`src/core/ulc_pkg.sv`:
```
// constants for the usb link power and timeout configuration block
package ulc_pkg;
  // register map (byte address, word aligned)
  localparam logic [7:0] ADDR_LINK_CONFIG_ONE = 8'h84;
  localparam logic [7:0] ADDR_LINK_STATUS = 8'h8C;
  // field positions in usb_link_config_one
  localparam int BIT_SELF_ENTRY = 10;
  localparam int BIT_HOST_ACCEPT = 9;
  localparam int BIT_LTM_ON = 8;
  localparam int FS_TRIM_LO = 4;
  localparam int HS_TRIM_LO = 13;
  // values after reset when no eeprom or otp image is present
  localparam logic DEF_SELF_ENTRY = 1'h0;
  localparam logic DEF_HOST_ACCEPT = 1'h1;
  localparam logic DEF_LTM_ON = 1'h0;
  localparam logic [2:0] DEF_FS_TRIM = 3'h0;
  localparam logic [2:0] DEF_HS_TRIM = 3'h0;
  // timing of the inter-packet timeouts, in bit times (_BT) and tenths of a bit time
  localparam int FS_BASE_MIN_BT = 16;
  localparam int FS_BASE_MAX_BT = 18;
  localparam int TENTHS_PER_BT = 10;
  localparam int FS_TRIM_TENTHS_60MHZ = 2;
  localparam int HS_TRIM_BT_60MHZ = 8;
endpackage

```
`src/core/ulc_link_config.sv`:
```
// link power enables and inter-packet timeout trim register
// Notes on behaviour
// - self u1 entry needs enable and host feature
// - self entry and host accept act independently
// - host u1 requests accepted when enable set
// - latency tolerance messaging follows its enable
// - protected bits survive soft resets while protection on; i_rst still loads their hard defaults
// - fs trim counts phy clocks, scaled, added
// - base fs timeout is 16 to 18 bits
// - each phy clock adds 0.2 bit times
// - only the 60 mhz factor is built
// - outside full speed the hs trim is presented
// - self entry and ltm default image or 0
// - host accept default image or 1
// - fs trim default image or zero
//
// The register offsets and the address-and-strobe port were decided locally.
`timescale 1ns/10ps
module ulc_link_config #(
  parameter int FS_BASE_TENTHS = 170
) (
  // clock and reset
  input wire logic i_clk,
  input wire logic i_rst,
  // register port
  input wire logic [7:0] i_addr,
  input wire logic [31:0] i_wdata,
  input wire logic i_wr,
  input wire logic i_rd,
  output logic [31:0] o_rdata,
  // default image from eeprom or otp, with presence flag
  input wire logic i_image_valid,
  input wire logic i_image_self_entry,
  input wire logic i_image_host_accept,
  input wire logic i_image_ltm_on,
  input wire logic [2:0] i_image_fs_trim,
  input wire logic [2:0] i_image_hs_trim,
  // soft resets and protection, same clock domain
  input wire logic i_usb_reset,
  input wire logic i_lite_reset,
  input wire logic i_reset_protect,
  // link state
  input wire logic i_host_u1_feature,
  input wire logic i_full_speed,
  // to the device controller
  output logic o_u1_self_entry_ok,
  output logic o_host_u1_accept,
  output logic o_ltm_active,
  output logic [2:0] o_timeout_trim,
  output logic [7:0] o_fs_timeout_tenths
);
  // configuration fields held for the controller
  logic dev_u1_self_entry_allow;
  logic host_u1_request_accept;
  logic latency_tolerance_msg_on;
  logic [2:0] fullspeed_timeout_trim;
  logic [2:0] highspeed_timeout_trim;

  // next values of the configuration fields
  logic next_self_entry;
  logic next_host_accept;
  logic next_ltm_on;
  logic [2:0] next_fs_trim;
  logic [2:0] next_hs_trim;

  // next values of the controller-facing outputs
  logic next_u1_self_entry_ok;
  logic next_host_u1_accept;
  logic next_ltm_active;
  logic [2:0] next_timeout_trim;
  logic [7:0] next_fs_timeout_tenths;

  // full-speed timeout arithmetic, tenths of a bit time
  logic [7:0] base_tenths;
  logic [7:0] trim_tenths;

  // soft reset, protection and register decode
  logic soft_rst;
  logic protected_reload;
  logic wr_cfg;
  logic rd_cfg;
  logic rd_status;

  // read path
  logic [31:0] cfg_word;
  logic [31:0] status_word;
  logic [31:0] next_rdata;

  // strobe aimed at one register of the map
  function automatic logic hits(input logic strobe, input logic [7:0] addr,
                                input logic [7:0] target);
    hits = strobe && (addr == target);
  endfunction

  // image bit when an image was loaded, hard default otherwise
  function automatic logic pick_bit(input logic valid, input logic image,
                                    input logic dflt);
    pick_bit = valid ? image : dflt;
  endfunction

  // image trim when an image was loaded, hard default otherwise
  function automatic logic [2:0] pick_trim(input logic valid, input logic [2:0] image,
                                           input logic [2:0] dflt);
    pick_trim = valid ? image : dflt;
  endfunction

  // either soft reset reloads; protection shields only bits 10:8
  assign soft_rst = i_usb_reset | i_lite_reset;
  assign protected_reload = soft_rst && !i_reset_protect;
  assign wr_cfg = hits(i_wr, i_addr, ulc_pkg::ADDR_LINK_CONFIG_ONE);
  assign rd_cfg = hits(i_rd, i_addr, ulc_pkg::ADDR_LINK_CONFIG_ONE);
  assign rd_status = hits(i_rd, i_addr, ulc_pkg::ADDR_LINK_STATUS);

  // self entry: reload beats a same-cycle write
  always_comb begin
    next_self_entry = dev_u1_self_entry_allow;
    if (protected_reload) begin
      next_self_entry = pick_bit(i_image_valid, i_image_self_entry,
                                 ulc_pkg::DEF_SELF_ENTRY);
    end else if (wr_cfg) begin
      next_self_entry = i_wdata[ulc_pkg::BIT_SELF_ENTRY];
    end
  end

  // self entry field
  always_ff @(posedge i_clk or posedge i_rst) begin
    if (i_rst) begin
      dev_u1_self_entry_allow <= ulc_pkg::DEF_SELF_ENTRY;
    end else begin
      dev_u1_self_entry_allow <= next_self_entry;
    end
  end

  // host accept: reload beats a same-cycle write
  always_comb begin
    next_host_accept = host_u1_request_accept;
    if (protected_reload) begin
      next_host_accept = pick_bit(i_image_valid, i_image_host_accept,
                                  ulc_pkg::DEF_HOST_ACCEPT);
    end else if (wr_cfg) begin
      next_host_accept = i_wdata[ulc_pkg::BIT_HOST_ACCEPT];
    end
  end

  // host accept field
  always_ff @(posedge i_clk or posedge i_rst) begin
    if (i_rst) begin
      host_u1_request_accept <= ulc_pkg::DEF_HOST_ACCEPT;
    end else begin
      host_u1_request_accept <= next_host_accept;
    end
  end

  // latency tolerance enable: reload beats a same-cycle write
  always_comb begin
    next_ltm_on = latency_tolerance_msg_on;
    if (protected_reload) begin
      next_ltm_on = pick_bit(i_image_valid, i_image_ltm_on,
                             ulc_pkg::DEF_LTM_ON);
    end else if (wr_cfg) begin
      next_ltm_on = i_wdata[ulc_pkg::BIT_LTM_ON];
    end
  end

  // latency tolerance enable field
  always_ff @(posedge i_clk or posedge i_rst) begin
    if (i_rst) begin
      latency_tolerance_msg_on <= ulc_pkg::DEF_LTM_ON;
    end else begin
      latency_tolerance_msg_on <= next_ltm_on;
    end
  end

  // full-speed trim: every soft reset reloads it, protected or not
  always_comb begin
    next_fs_trim = fullspeed_timeout_trim;
    if (soft_rst) begin
      next_fs_trim = pick_trim(i_image_valid, i_image_fs_trim,
                               ulc_pkg::DEF_FS_TRIM);
    end else if (wr_cfg) begin
      next_fs_trim = i_wdata[ulc_pkg::FS_TRIM_LO +: 3];
    end
  end

  // full-speed trim field
  always_ff @(posedge i_clk or posedge i_rst) begin
    if (i_rst) begin
      fullspeed_timeout_trim <= ulc_pkg::DEF_FS_TRIM;
    end else begin
      fullspeed_timeout_trim <= next_fs_trim;
    end
  end

  // high-speed trim: every soft reset reloads it, protected or not
  always_comb begin
    next_hs_trim = highspeed_timeout_trim;
    if (soft_rst) begin
      next_hs_trim = pick_trim(i_image_valid, i_image_hs_trim,
                               ulc_pkg::DEF_HS_TRIM);
    end else if (wr_cfg) begin
      next_hs_trim = i_wdata[ulc_pkg::HS_TRIM_LO +: 3];
    end
  end

  // high-speed trim field
  always_ff @(posedge i_clk or posedge i_rst) begin
    if (i_rst) begin
      highspeed_timeout_trim <= ulc_pkg::DEF_HS_TRIM;
    end else begin
      highspeed_timeout_trim <= next_hs_trim;
    end
  end

  // register image, reserved bits zero
  always_comb begin
    cfg_word = 32'h0;
    cfg_word[ulc_pkg::HS_TRIM_LO +: 3] = highspeed_timeout_trim;
    cfg_word[ulc_pkg::BIT_SELF_ENTRY] = dev_u1_self_entry_allow;
    cfg_word[ulc_pkg::BIT_HOST_ACCEPT] = host_u1_request_accept;
    cfg_word[ulc_pkg::BIT_LTM_ON] = latency_tolerance_msg_on;
    cfg_word[ulc_pkg::FS_TRIM_LO +: 3] = fullspeed_timeout_trim;
  end

  // status image: what the controller currently sees
  assign status_word = {27'h0, i_full_speed, o_ltm_active,
                        o_host_u1_accept, o_u1_self_entry_ok,
                        i_reset_protect};

  // read mux, zero for idle cycles and unmapped addresses
  always_comb begin
    next_rdata = 32'h0;
    if (rd_cfg) begin
      next_rdata = cfg_word;
    end else if (rd_status) begin
      next_rdata = status_word;
    end
  end

  // read data one cycle after the strobe, only there
  always_ff @(posedge i_clk or posedge i_rst) begin
    if (i_rst) begin
      o_rdata <= 32'h0;
    end else begin
      o_rdata <= next_rdata;
    end
  end

  // base timeout, picked inside the 16 to 18 bit window
  assign base_tenths = 8'(FS_BASE_TENTHS);

  // each phy clock of trim adds 0.2 bit, only 60 mhz built
  assign trim_tenths = 8'(fullspeed_timeout_trim) * 8'(ulc_pkg::FS_TRIM_TENTHS_60MHZ);

  // controller-facing next values, one cycle behind the fields
  always_comb begin
    next_u1_self_entry_ok = dev_u1_self_entry_allow & i_host_u1_feature;
    next_host_u1_accept = host_u1_request_accept;
    next_ltm_active = latency_tolerance_msg_on;
    next_timeout_trim = i_full_speed ? fullspeed_timeout_trim : highspeed_timeout_trim;
    next_fs_timeout_tenths = base_tenths + trim_tenths;
  end

  // self entry permission to the controller
  always_ff @(posedge i_clk or posedge i_rst) begin
    if (i_rst) begin
      o_u1_self_entry_ok <= 1'h0;
    end else begin
      o_u1_self_entry_ok <= next_u1_self_entry_ok;
    end
  end

  // host request acceptance to the controller
  always_ff @(posedge i_clk or posedge i_rst) begin
    if (i_rst) begin
      o_host_u1_accept <= 1'h0;
    end else begin
      o_host_u1_accept <= next_host_u1_accept;
    end
  end

  // latency tolerance messaging state to the controller
  always_ff @(posedge i_clk or posedge i_rst) begin
    if (i_rst) begin
      o_ltm_active <= 1'h0;
    end else begin
      o_ltm_active <= next_ltm_active;
    end
  end

  // trim presented for the current link speed
  always_ff @(posedge i_clk or posedge i_rst) begin
    if (i_rst) begin
      o_timeout_trim <= 3'h0;
    end else begin
      o_timeout_trim <= next_timeout_trim;
    end
  end

  // full-speed inter-packet timeout in tenths of a bit time
  always_ff @(posedge i_clk or posedge i_rst) begin
    if (i_rst) begin
      o_fs_timeout_tenths <= 8'h0;
    end else begin
      o_fs_timeout_tenths <= next_fs_timeout_tenths;
    end
  end
endmodule // ulc_link_config

```
`config.mk`:
```
export PLATFORM = sky130hd
export DESIGN_NAME = ulc_link_config
export DESIGN_NICKNAME = d
export VERILOG_FILES = /design/src/core/ulc_pkg.sv /design/src/core/ulc_link_config.sv
export SDC_FILE = /design/constraint.sdc
export NUM_CORES = 1
export LEC_CHECK = 0
export ABC_AREA = 0
export BUFFER_PORTS_ARGS = -buffer_cell sky130_fd_sc_hd__buf_2
export CAP_MARGIN = 20
export CORE_ASPECT_RATIO = 0.9
export CORE_MARGIN = 4
export CORE_UTILIZATION = 41
export DETAILED_ROUTE_END_ITERATION = 8
export GPL_TIMING_DRIVEN = 0
export PLACE_DENSITY = 0.79
export SYNTH_ARGS = -nofsm -noshare
export SYNTH_HDL_FRONTEND = slang
export SYNTH_SLANG_ARGS = --single-unit
```
`constraint.sdc`:
```
create_clock -name i_clk -period 1.2 [get_ports i_clk]
set_input_delay 0.12 -clock i_clk [delete_from_list [all_inputs] [get_ports i_clk]]
set_output_delay 0.12 -clock i_clk [all_outputs]
set_load 0.005 [all_outputs]
```
# ---- Word level (Yosys, flattened, before mapping)
# Index checks and enable logic that the tools add are counted.
dict set report op_classes {
  muxes 18
  add_sub_neg 1
  n_reduce_logical 7
  eq_ne 2
  bitwise_logic 2
}
# cell count
set op_table {}
lappend op_table {{3-bit two-way mux} 7}
lappend op_table {{8-bit equality test, second input constant} 2}
lappend op_table {{16-bit two-way mux} 1}
lappend op_table {{1-bit two-way mux} 9}
lappend op_table {{8-bit by 4-bit adder with 8-bit output, first input constant} 1}
lappend op_table {{5-bit two-way mux} 1}
lappend op_table {{1-bit logical AND} 4}
lappend op_table {{2-bit nonzero test} 2}
lappend op_table {{1-bit bitwise AND} 1}
lappend op_table {{1-bit zero test} 1}
lappend op_table {{1-bit bitwise OR} 1}
dict set report word_totals {
  out_inout_bits 46
  wordCells 41
  ff_bits 55
}

# ---- Depth between registers and ports, before layout
# Gate-level depths: netlist of run 1.
dict set report logic_depth {
  word_depth 4
  ltp_mapped 4
}

# ---- Worst setup path after synthesis of run 1
# OpenSTA, ideal clock, no wires.
dict set report synth_timing {
  path_type {in2reg}
  start {in i_addr[5]}
  end {reg latency_tolerance_msg_on}
  path_slack_ns -0.127
  t_arrival_ns 1.182
  stages 4
  path_buffers 1
  required_ns 1.055
  path_cell_list {or4b_1 -> buf_1 -> o311ai_1 -> o221ai_1}
}
dict set report synth_via {
  elab_chain_len 3
}
# item line
set synth_rtl {}
lappend synth_rtl {{start, declared} ulc_link_config.sv:26} ;# input wire logic [7:0] i_addr,
lappend synth_rtl {{8-bit equality test} ulc_link_config.sv:92} ;# hits = strobe && (addr == target);
lappend synth_rtl {{1-bit logical AND} ulc_link_config.sv:92}
lappend synth_rtl {{2-bit nonzero test (no line)} --}
lappend synth_rtl {{end signal, assigned} ulc_link_config.sv:168} ;# latency_tolerance_msg_on <= ulc_pkg::DEF_LTM_ON;
lappend synth_rtl {{end signal, assigned} ulc_link_config.sv:170} ;# latency_tolerance_msg_on <= next_ltm_on;
lappend synth_rtl {{end, declared} ulc_link_config.sv:55} ;# logic latency_tolerance_msg_on;
# No other way between the ends.
# A chain may end at the register's enable or synchronous reset.

# ---- Worst setup path in the final report of run 1
dict set report layout_timing {
  start {in i_addr[3]}
  end {reg dev_u1_self_entry_allow}
}
dict set report layout_via {
  elab_chain_len 3
}
# item line
set layout_rtl {}
lappend layout_rtl {{8-bit equality test} ulc_link_config.sv:92}
lappend layout_rtl {{1-bit logical AND} ulc_link_config.sv:92}
lappend layout_rtl {{2-bit nonzero test (no line)} --}
lappend layout_rtl {{end signal, assigned} ulc_link_config.sv:128} ;# dev_u1_self_entry_allow <= ulc_pkg::DEF_SELF_ENTRY;
lappend layout_rtl {{end signal, assigned} ulc_link_config.sv:130} ;# dev_u1_self_entry_allow <= next_self_entry;
lappend layout_rtl {{end, declared} ulc_link_config.sv:53} ;# logic dev_u1_self_entry_allow;
# No other way between the ends.

==> flow_summary.yaml, run 1 <==
power_and_ir_drop:
  p_per_area_nw_per_um2: 1161
  p_int_mw: 1.893
  pwr-share-comb: 0.145
  power_leakage_nw: 1.132
  power_switching_uw: 597.5
  clock_power_share: 0.364
  switching_share: 0.2399
  vdd_ir_drop_max_mv: 0.4328
  p_seq_frac: 0.491
sta:
  setup_tns_ps: 0
  holdWs_ps: 61.28
  period_needed_ps: 1194
  worst_slew_pin_slew_ps: 531.2
  relSlewSlack: 0.6454
  fin_worst_skew_ps: 3.389
  hold_violations: 0
  rsz0062_at_grt: "true"
  finalSetupViolations: 0
  finalCritPeriodShare: 0.9948
  max_freq_mhz: 837.7
  slew_viol_final: 0
finish:
  drive_above_1_share: 0.4777
  diodes: 0
  areaGrowthSynthToFinish_pct: 39.89
  nets: 283
  fill_cells: 295
grt:
  grt_pass1_vias: 1300
  grt-ovfl-total: 0
  grt_pass1_wl_um: 5747
  grt_max_degree: 23
  track_usage: 0.1593
  antenna_found_initial: 0
clocking:
  clock-sinks: 33
  postCtsSetupBuffers: 0
  cts-root-buf: "clkbuf_8"
  numCtsBuffers: 5
  htree_levels: 2
  clockBufferDepth: 2
  clock_latency_ps: 280
  clk_pin_slew_ps: 60
  cts_tree: "built"
placement:
  place_hpwl_um: 2761
  port_buffers: 59
  gp_congestion: 0.8036
route:
  wl_per_cell_um: 13.00
  firstDrtPassIters: 4
  viasPerCell: 4.675
  drt_iter0_markers: 67
  post-route-drc-count: 0
  vias: 1253
  ant_nets: 0
  wirelength_um: 3484
setup_path:
  crit_path_start_kind: "primary input"
  crit_family: "simple AND/OR/NAND/NOR gates"
  path_cells: "buf_2, or4b_4, buf_6, o311ai_2, o221ai_1"
  path_buf_inv: 2
  required_ps: 1350
  cpMaxStageDelayCell: "or4b_4"
  cp-end-kind: "flop"
  critical_path_arrival_ps: 1350
  worstSetupPathType: "in2reg"
  cp_slowest_stage_delay_ps: 540
  crit_start: "i_addr[3]"
  timing.rr.start: "fullspeed_timeout_trim[0]"
  path_max_fanout: 9
floorplan:
  fp.coreArea_um2: 3478
  dieArea_um2: 4786
  io_pins: 105
  dieWidth_um: 72.48
  rows: 20
  die_h_um: 66.03
  initial_core_util: 0.4410
logic_synthesis:
  avgSynthCellArea_um2: 11.36
  ys_ff_latch: 33
  synth_commonest_cells: "dfrtp_1, buf_4, and2_1"
  synth_top_area_frac: 0.5220
  synth.distinct_cells: 33
  async_flop_share: 1.000
  synth_area_leaders: "dfrtp_1, buf_4, and2_1"
  synth_edf_count: 0
  ys_seq_area_frac: 0.5392
  synth.largest_area_cell: "dfrtp_1"
  ys_warn_count: 0
  synth_area_um2: 1534
  post-synth-top-count-cell: "dfrtp_1"
  syn_inst: 135
  synth_ff_type: "dfrtp_1"
hold_path:
  hp-class: "in2reg"
  hold_start: "i_host_u1_feature"
outcome:
  outcome: "finished clean"
run:
  drv_cap: 0
-- cells by family (layout without fill, tap and decap cells) --
logic type      Yosys count  in the layout  synth area share
compound gates           26             26            0.1199
fa+ha+maj                 1              1          0.008155
flops                    33             33            0.5392
mux                       4              4           0.02936
xor+xnor                  1              1          0.005711
simple gates             36             36            0.1558
buf+inv                  32            101            0.1370
other cells               2             22          0.004896
-- state kept, by name, summed over array words and instances, names as in the netlist --
| signal | cells |
|---|---|
| o_ltm_active | 1 |
| o_rdata | 13 |
| fullspeed_timeout_trim | 3 |
| host_u1_request_accept | 1 |
| latency_tolerance_msg_on | 1 |
| dev_u1_self_entry_allow | 1 |
| o_fs_timeout_tenths | 5 |
| highspeed_timeout_trim | 3 |
| o_timeout_trim | 3 |
| o_u1_self_entry_ok | 1 |
| o_host_u1_accept | 1 |
-- worst reg2reg max path, delay by kind of cell (launching register included) --
kind,cells,cell delay [ps]
and+or+nand+nor,2,100
DFF,1,450
muxes,1,290
-- path summary, 6_finish.rpt --
check | to | slack [ps] | cells past startpoint
worst max-delay path | dev_u1_self_entry_allow | 6 | 5
worst min-delay path | o_u1_self_entry_ok | 60 | 2
worst max register to register | o_rdata[4] | 240 | 3
worst min register to register | o_host_u1_accept | 420 | 0
max in group asynchronous | o_fs_timeout_tenths[3] | 300 | 4
min in group asynchronous | o_rdata[1] | 420 | 3
-- repair_timing --
action                     4_1_cts  5_1_grt
setup endpoints to repair        8       11
hold buffers                     1        0
gates resized for setup          2        4
hold endpoints to repair        10        0
-- power groups by stage --
stage / Clock [mW] / Sequential (mW) / Combinational, mW
final: 0.906 / 1.22 / 0.360
after global routing: 0.992 / 1.23 / 0.403
after CTS: 0.929 / 1.22 / 0.353
after detailed placement: 0 / 1.24 / 0.345
after global placement: 0 / 1.24 / 0.328
after floorplan: 0 / 1.24 / 0.192
-- per-stage QoR --
step	setup WS (ps)	std cells	area (um2)	util	total power, mW
finish	6.248	268	2146	0.6169	2.490
global route	-44.28	268	2146	0.6169	2.626
CTS	8.729	268	2123	0.6104	2.505
detailed placement	-406.0	259	2002	0.5755	1.590
global placement	-413.6	258	1974	0.5676	1.567
floorplan	-104.0	155	1624	-	1.431
-- cells in the final DEF (no fill, tap or decap), types with 2 or more instances in the layout --
master    Yosys  layout
o31ai_1       7       6
clkbuf_1      3       2
nand4_1       7       7
inv_1         4       4
buf_2         0      59
clkbuf_8      0       7
buf_6         1       2
a31oi_1       7       7
nand2_1       4       4
conb_1        2      22
dfrtp_1      32      32
a21oi_1       6       6
and2_1       13      13
mux2_2        4       4
o221ai_1      2       2
or4b_4        0       2
buf_4        22      22
o311ai_2      1       2
-- layout make-up --
type / count / area [um2] / area share
sequential: 33 / 827.0 / 0.3854
tap: 44 / 55.05 / 0.02566
multi-input combinational: 90 / 606.8 / 0.2828
timing repair buffer: 61 / 332.8 / 0.1551
buffer: 27 / 200.2 / 0.09329
clock inverter: 1 / 5.005 / 0.002332
clock buffer: 7 / 96.34 / 0.04490
inverter: 5 / 22.52 / 0.01050
-- metal layers --
metal / share of wire / up-vias / wire [um] / GRT usage
met1: 0.40 / 571 / 1386 / 0.1756
met5: 0 / - / 0 / 0
met2: 0.47 / 60 / 1642 / 0.2670
li1: - / 615 / - / -
met3: 0.11 / 7 / 393 / 0.06839
met4: 0.018 / 0 / 61 / 0.06912
Power figures use the tool's default switching activity.
==> inputs of run 2 (changes only) <==
Settings changed: SETUP_SLACK_MARGIN from default to 0.5.
Clock period 1.2 ns to 1.25 ns, I/O delays scaled along.
==> run 2 against run 1 <==
The run now ends with hold timing left. Cell count is 3.0% higher. Critical endpoint is now highspeed_timeout_trim[1]. Global-route usage rose by 0.21 points. Largest cell class unchanged. Combinational power grew 13%.
==> flow_summary.yaml, run 2 (same netlist as run 1, synthesis figures left out) <==
outcome:
  outcome: "finished, violations left"
  violations: "hold timing"
grt:
  grt-ovfl-total: 0
  antenna_found_initial: 0
  grt_pass1_wl_um: 5747
  track_usage: 0.1614
  grt_max_degree: 34
  grt_pass1_vias: 1277
route:
  ant_nets: 0
  post-route-drc-count: 0
  viasPerCell: 4.717
  wirelength_um: 3637
  wl_per_cell_um: 13.18
  firstDrtPassIters: 4
  vias: 1302
  drt_iter0_markers: 68
floorplan:
  initial_core_util: 0.4410
  die_h_um: 66.03
  rows: 20
  fp.coreArea_um2: 3478
  io_pins: 105
  dieWidth_um: 72.48
  dieArea_um2: 4786
setup_path:
  cp-end-kind: "flop"
  required_ps: 1390
  critical_path_arrival_ps: 1310
  worstSetupPathType: "in2reg"
  crit_path_start_kind: "primary input"
  timing.rr.start: "fullspeed_timeout_trim[0]"
  crit_start: "i_addr[0]"
  path_max_fanout: 4
sta:
  hold_violations: 32
  setup_tns_ps: 0
  fin_worst_skew_ps: 7.857
  worst_slew_pin_slew_ps: 675.8
  holdWs_ps: -59.61
  rsz0062_at_grt: "true"
  fin_ws_ps: 83.14
  relSlewSlack: 0.5485
  finalCritPeriodShare: 0.9335
  slew_viol_final: 0
  max_freq_mhz: 857.0
  period_needed_ps: 1167
  finalSetupViolations: 0
clocking:
  cts_tree: "built"
  htree_levels: 2
  clk_pin_slew_ps: 60
  clockBufferDepth: 2
  clock-sinks: 33
  clock_latency_ps: 280
  numCtsBuffers: 5
  cts-root-buf: "clkbuf_8"
placement:
  place_hpwl_um: 2733
  place_inst: 258
  place_area_um2: 2041
  pre_cts_ws_ps: -247.0
  port_buffers: 59
  gp_congestion: 0.7584
finish:
  diodes: 0
  top_regs: "o_rdata (13), o_fs_timeout_tenths (5)"
  final_area_um2: 2330
  final_common_cell: "buf_2"
  areaGrowthSynthToFinish_pct: 51.88
  fill_cells: 256
  drive_above_1_share: 0.5603
  nets: 291
  layout_common_cells: "buf_2, dfrtp_1, buf_4, conb_1, and2_1"
  top_register: "o_rdata"
  layout.cells.non_filler: 276
  largest_register_ffs: 13
hold_path:
  hp-class: "in2async"
run:
  drv_cap: 0
power_and_ir_drop:
  p_per_area_nw_per_um2: 1052
  vdd_ir_drop_max_mv: 0.4682
  power_leakage_nw: 1.204
==> run 2: changes by cell type in the layout (fill, tap and decap cells not counted), moves of 2 or more <==
cell,before,now
and2_1,13,9
and2_4,0,4
buf_2,59,54
buf_4,22,28
buf_6,2,8
buf_8,0,2
dfrtp_1,32,29
dfrtp_2,0,3
mux2_2,4,0
mux2_4,0,4
==> run 2: worst paths after layout <==
| kind | end | slack, ps | depth (start not counted) |
|---|---|---|---|
| max | highspeed_timeout_trim[1] | 80 | 5 |
| min | o_fs_timeout_tenths[4] | -60 | 2 |
| max reg2reg | o_timeout_trim[0] | 280 | 2 |
| min reg2reg | o_host_u1_accept | 410 | 0 |
| max in group asynchronous | fullspeed_timeout_trim[0] | 900 | 2 |
| min in group i_clk | o_rdata[4] | 10 | 2 |
==> run 2: critical path, cell delays in order <==
cell     delay (ps)
buf_8            90
or4b_4          540
buf_2           170
o31ai_1         250
a31oi_1         120
==> run 2: final cells by class <==
type | instances | area [um2] | area share
plain buffers | 27 | 212.7 | 0.09130
clock buffers | 7 | 96.34 | 0.04135
clock inverters | 1 | 5.005 | 0.002148
inverters | 5 | 26.28 | 0.01128
multi-input cells | 90 | 686.9 | 0.2948
flip-flops and latches | 33 | 830.8 | 0.3566
well taps | 44 | 55.05 | 0.02363
repair buffers | 69 | 416.7 | 0.1788
==> run 2: report_power, final <==
group          total [mW]  switching, mW  internal (mW)
combinational       0.407          0.175          0.231
sequential           1.19         0.0479           1.14
clock               0.859          0.362          0.497
total                2.45          0.586           1.87
==> run 2: layer usage <==
| layer | GRT usage | routed length, um | vias to the layer above |
|---|---|---|---|
| met5 | 0 | 0 | - |
| met4 | 0.08986 | 78 | 0 |
| met3 | 0.03799 | 344 | 5 |
| met2 | 0.2750 | 1766 | 62 |
| met1 | 0.1858 | 1447 | 602 |
| li1 | - | - | 633 |
==> run 2: repair_timing <==
action / in CTS / in global routing
endpoints found under the setup margin: 53 / 53
cloned: 2 / 1
pin swaps: 8 / 8
hold endpoints to repair: 32 / 0
resized for setup: 24 / 8
buffers inserted: 4 / 3
==> run 2: through the flow <==
stage          power [mW]    util
2_1_floorplan       1.391       -
3_3_place_gp        1.528  0.5867
3_5_place_dp        1.540  0.5867
4_1_cts             2.437  0.6507
5_1_grt             2.569  0.6698
6_report            2.452  0.6698
==> inputs of run 3 (changes only) <==
Settings changed: CORE_ASPECT_RATIO 0.9 to default, SETUP_SLACK_MARGIN 0.5 to 0.05.
==> run 3 against run 2 <==
The flow now finishes without violations. Critical path depth unchanged. Die area about the same. Sequential share of layout area up 2.8 points. Clock power down 15%. Non-clock buffer count down 8. First-iteration DRC count down 28%. Utilization down 5.0 points. Clock skew down 2.4 ps. Critical path type unchanged. Critical endpoint is now dev_u1_self_entry_allow.
==> flow_summary.yaml, run 3 (same netlist as run 1, synthesis figures left out) <==
hold_path:
  hp-class: "in2reg"
run:
  drv_cap: 0
power_and_ir_drop:
  p_total_mw: 2.262
  power_leakage_nw: 1.132
  p_per_area_nw_per_um2: 1051
  vdd_ir_drop_max_mv: 0.5484
sta:
  fin_worst_skew_ps: 5.459
  relSlewSlack: 0.5854
  fin_ws_ps: 29.04
  hold_violations: 0
  finalCritPeriodShare: 0.9768
  period_needed_ps: 1221
  rsz0062_at_grt: "true"
  worst_slew_pin_slew_ps: 620.6
  max_freq_mhz: 819.0
  finalSetupViolations: 0
  slew_viol_final: 0
route:
  dr_wl_met3_um: 394
  route.met2.wl_um: 1670
  post-route-drc-count: 0
  firstDrtPassIters: 4
  vias: 1281
  viasPerCell: 4.727
  ant_nets: 0
  dr.max_layer_used: "met4"
  met1_length_um: 1277
  wirelength_um: 3421
  wl_per_cell_um: 12.62
  drt_iter0_markers: 49
clocking:
  clk_pin_slew_ps: 60
  cts-root-buf: "clkbuf_8"
  cts_tree: "built"
  htree_levels: 2
  postCtsSetupBuffers: 0
  clock_latency_ps: 270
  numCtsBuffers: 5
  clockBufferDepth: 2
  clock-sinks: 33
placement:
  gp_congestion: 0.7462
  port_buffers: 59
  place_hpwl_um: 2664
  pre_cts_ws_ps: -335.9
floorplan:
  io_pins: 105
  dieArea_um2: 4784
  die_h_um: 69.17
  dieWidth_um: 69.17
  fp.coreArea_um2: 3468
  rows: 21
  initial_core_util: 0.4423
outcome:
  outcome: "finished clean"
finish:
  diodes: 0
  fill_cells: 300
  top_regs: "o_rdata (13), o_fs_timeout_tenths (5)"
  top_register: "o_rdata"
  areaGrowthSynthToFinish_pct: 40.21
  nets: 284
  largest_register_ffs: 13
  drive_above_1_share: 0.4756
  layout_common_cells: "buf_2, dfrtp_1, buf_4, conb_1, and2_1"
  final_common_cell: "buf_2"
setup_path:
  worstSetupPathType: "in2reg"
  crit_path_start_kind: "primary input"
  path_cells: "buf_2, or4b_4, buf_6, o311ai_4, o221ai_1"
  cp-end-kind: "flop"
  critical_path_arrival_ps: 1360
  cp_slowest_stage_delay_ps: 530
  path_max_fanout: 9
  required_ps: 1390
  cpMaxStageDelayCell: "or4b_4"
grt:
  grt_pass1_vias: 1236
  grt_max_degree: 27
  antenna_found_initial: 0
  track_usage: 0.1414
  grt_pass1_wl_um: 5444
  grt-ovfl-total: 0
==> run 3: worst max-delay path, delay by kind of cell <==
family	cells	cell delay (ps)
simple gates	1	530
buf+inv	2	290
compound gates	2	410
==> run 3: path summary, 6_finish.rpt <==
path / from / end / slack, ps / cells after the start
worst max-delay path: i_addr[3] / dev_u1_self_entry_allow / 30 / 5
worst min-delay path: i_host_u1_feature / o_u1_self_entry_ok / 60 / 2
worst max register to register: fullspeed_timeout_trim[0] / o_rdata[4] / 310 / 3
worst min register to register: host_u1_request_accept / o_host_u1_accept / 420 / 0
max in group asynchronous: i_rst / host_u1_request_accept / 380 / 4
min in group asynchronous: i_rst / o_rdata[1] / 360 / 3
==> run 3: what timing repair did <==
item	CTS	global route
gates resized for setup	4	5
hold buffers	1	0
hold endpoints to repair	7	0
cloned	0	1
endpoints found under the setup margin	10	14
==> run 3: where the power goes <==
group	leakage (nW)	internal (mW)	switching (mW)	total (mW)
clock	0.0450	0.385	0.343	0.728
sequential	0.423	1.14	0.0426	1.18
combinational	0.663	0.188	0.167	0.355
total	1.13	1.71	0.553	2.26
==> run 3: final cells by class <==
| cell class | count | area, um2 | area share |
|---|---|---|---|
| buffer | 27 | 201.4 | 0.09366 |
| inverter | 5 | 22.52 | 0.01047 |
| sequential | 33 | 827.0 | 0.3845 |
| clock buffer | 6 | 72.57 | 0.03374 |
| multi-input combinational | 90 | 621.8 | 0.2891 |
| timing repair buffer | 61 | 332.8 | 0.1547 |
| clock inverter | 2 | 10.01 | 0.004654 |
| timing repair inverter | 1 | 5.005 | 0.002327 |
| tap | 46 | 57.56 | 0.02676 |
==> run 3: metal layers <==
layer,vias up,track usage
met5,-,0
met4,0,0.07158
met3,8,0.04797
met2,77,0.2415
met1,579,0.1549
li1,617,-
==> run 3: through the flow <==
stage | TNS, ps | util | instances | hold WS [ps] | area (um2)
floorplan | -99.82 | - | 155 | 194.6 | 1624
global placement | -4146 | 0.5700 | 260 | 342.2 | 1977
detailed placement | -4600 | 0.5779 | 261 | 115.9 | 2004
CTS | 0 | 0.6126 | 270 | 56.20 | 2125
global route | -16.50 | 0.6201 | 271 | 52.20 | 2151
finish | 0 | 0.6201 | 271 | 59.68 | 2151
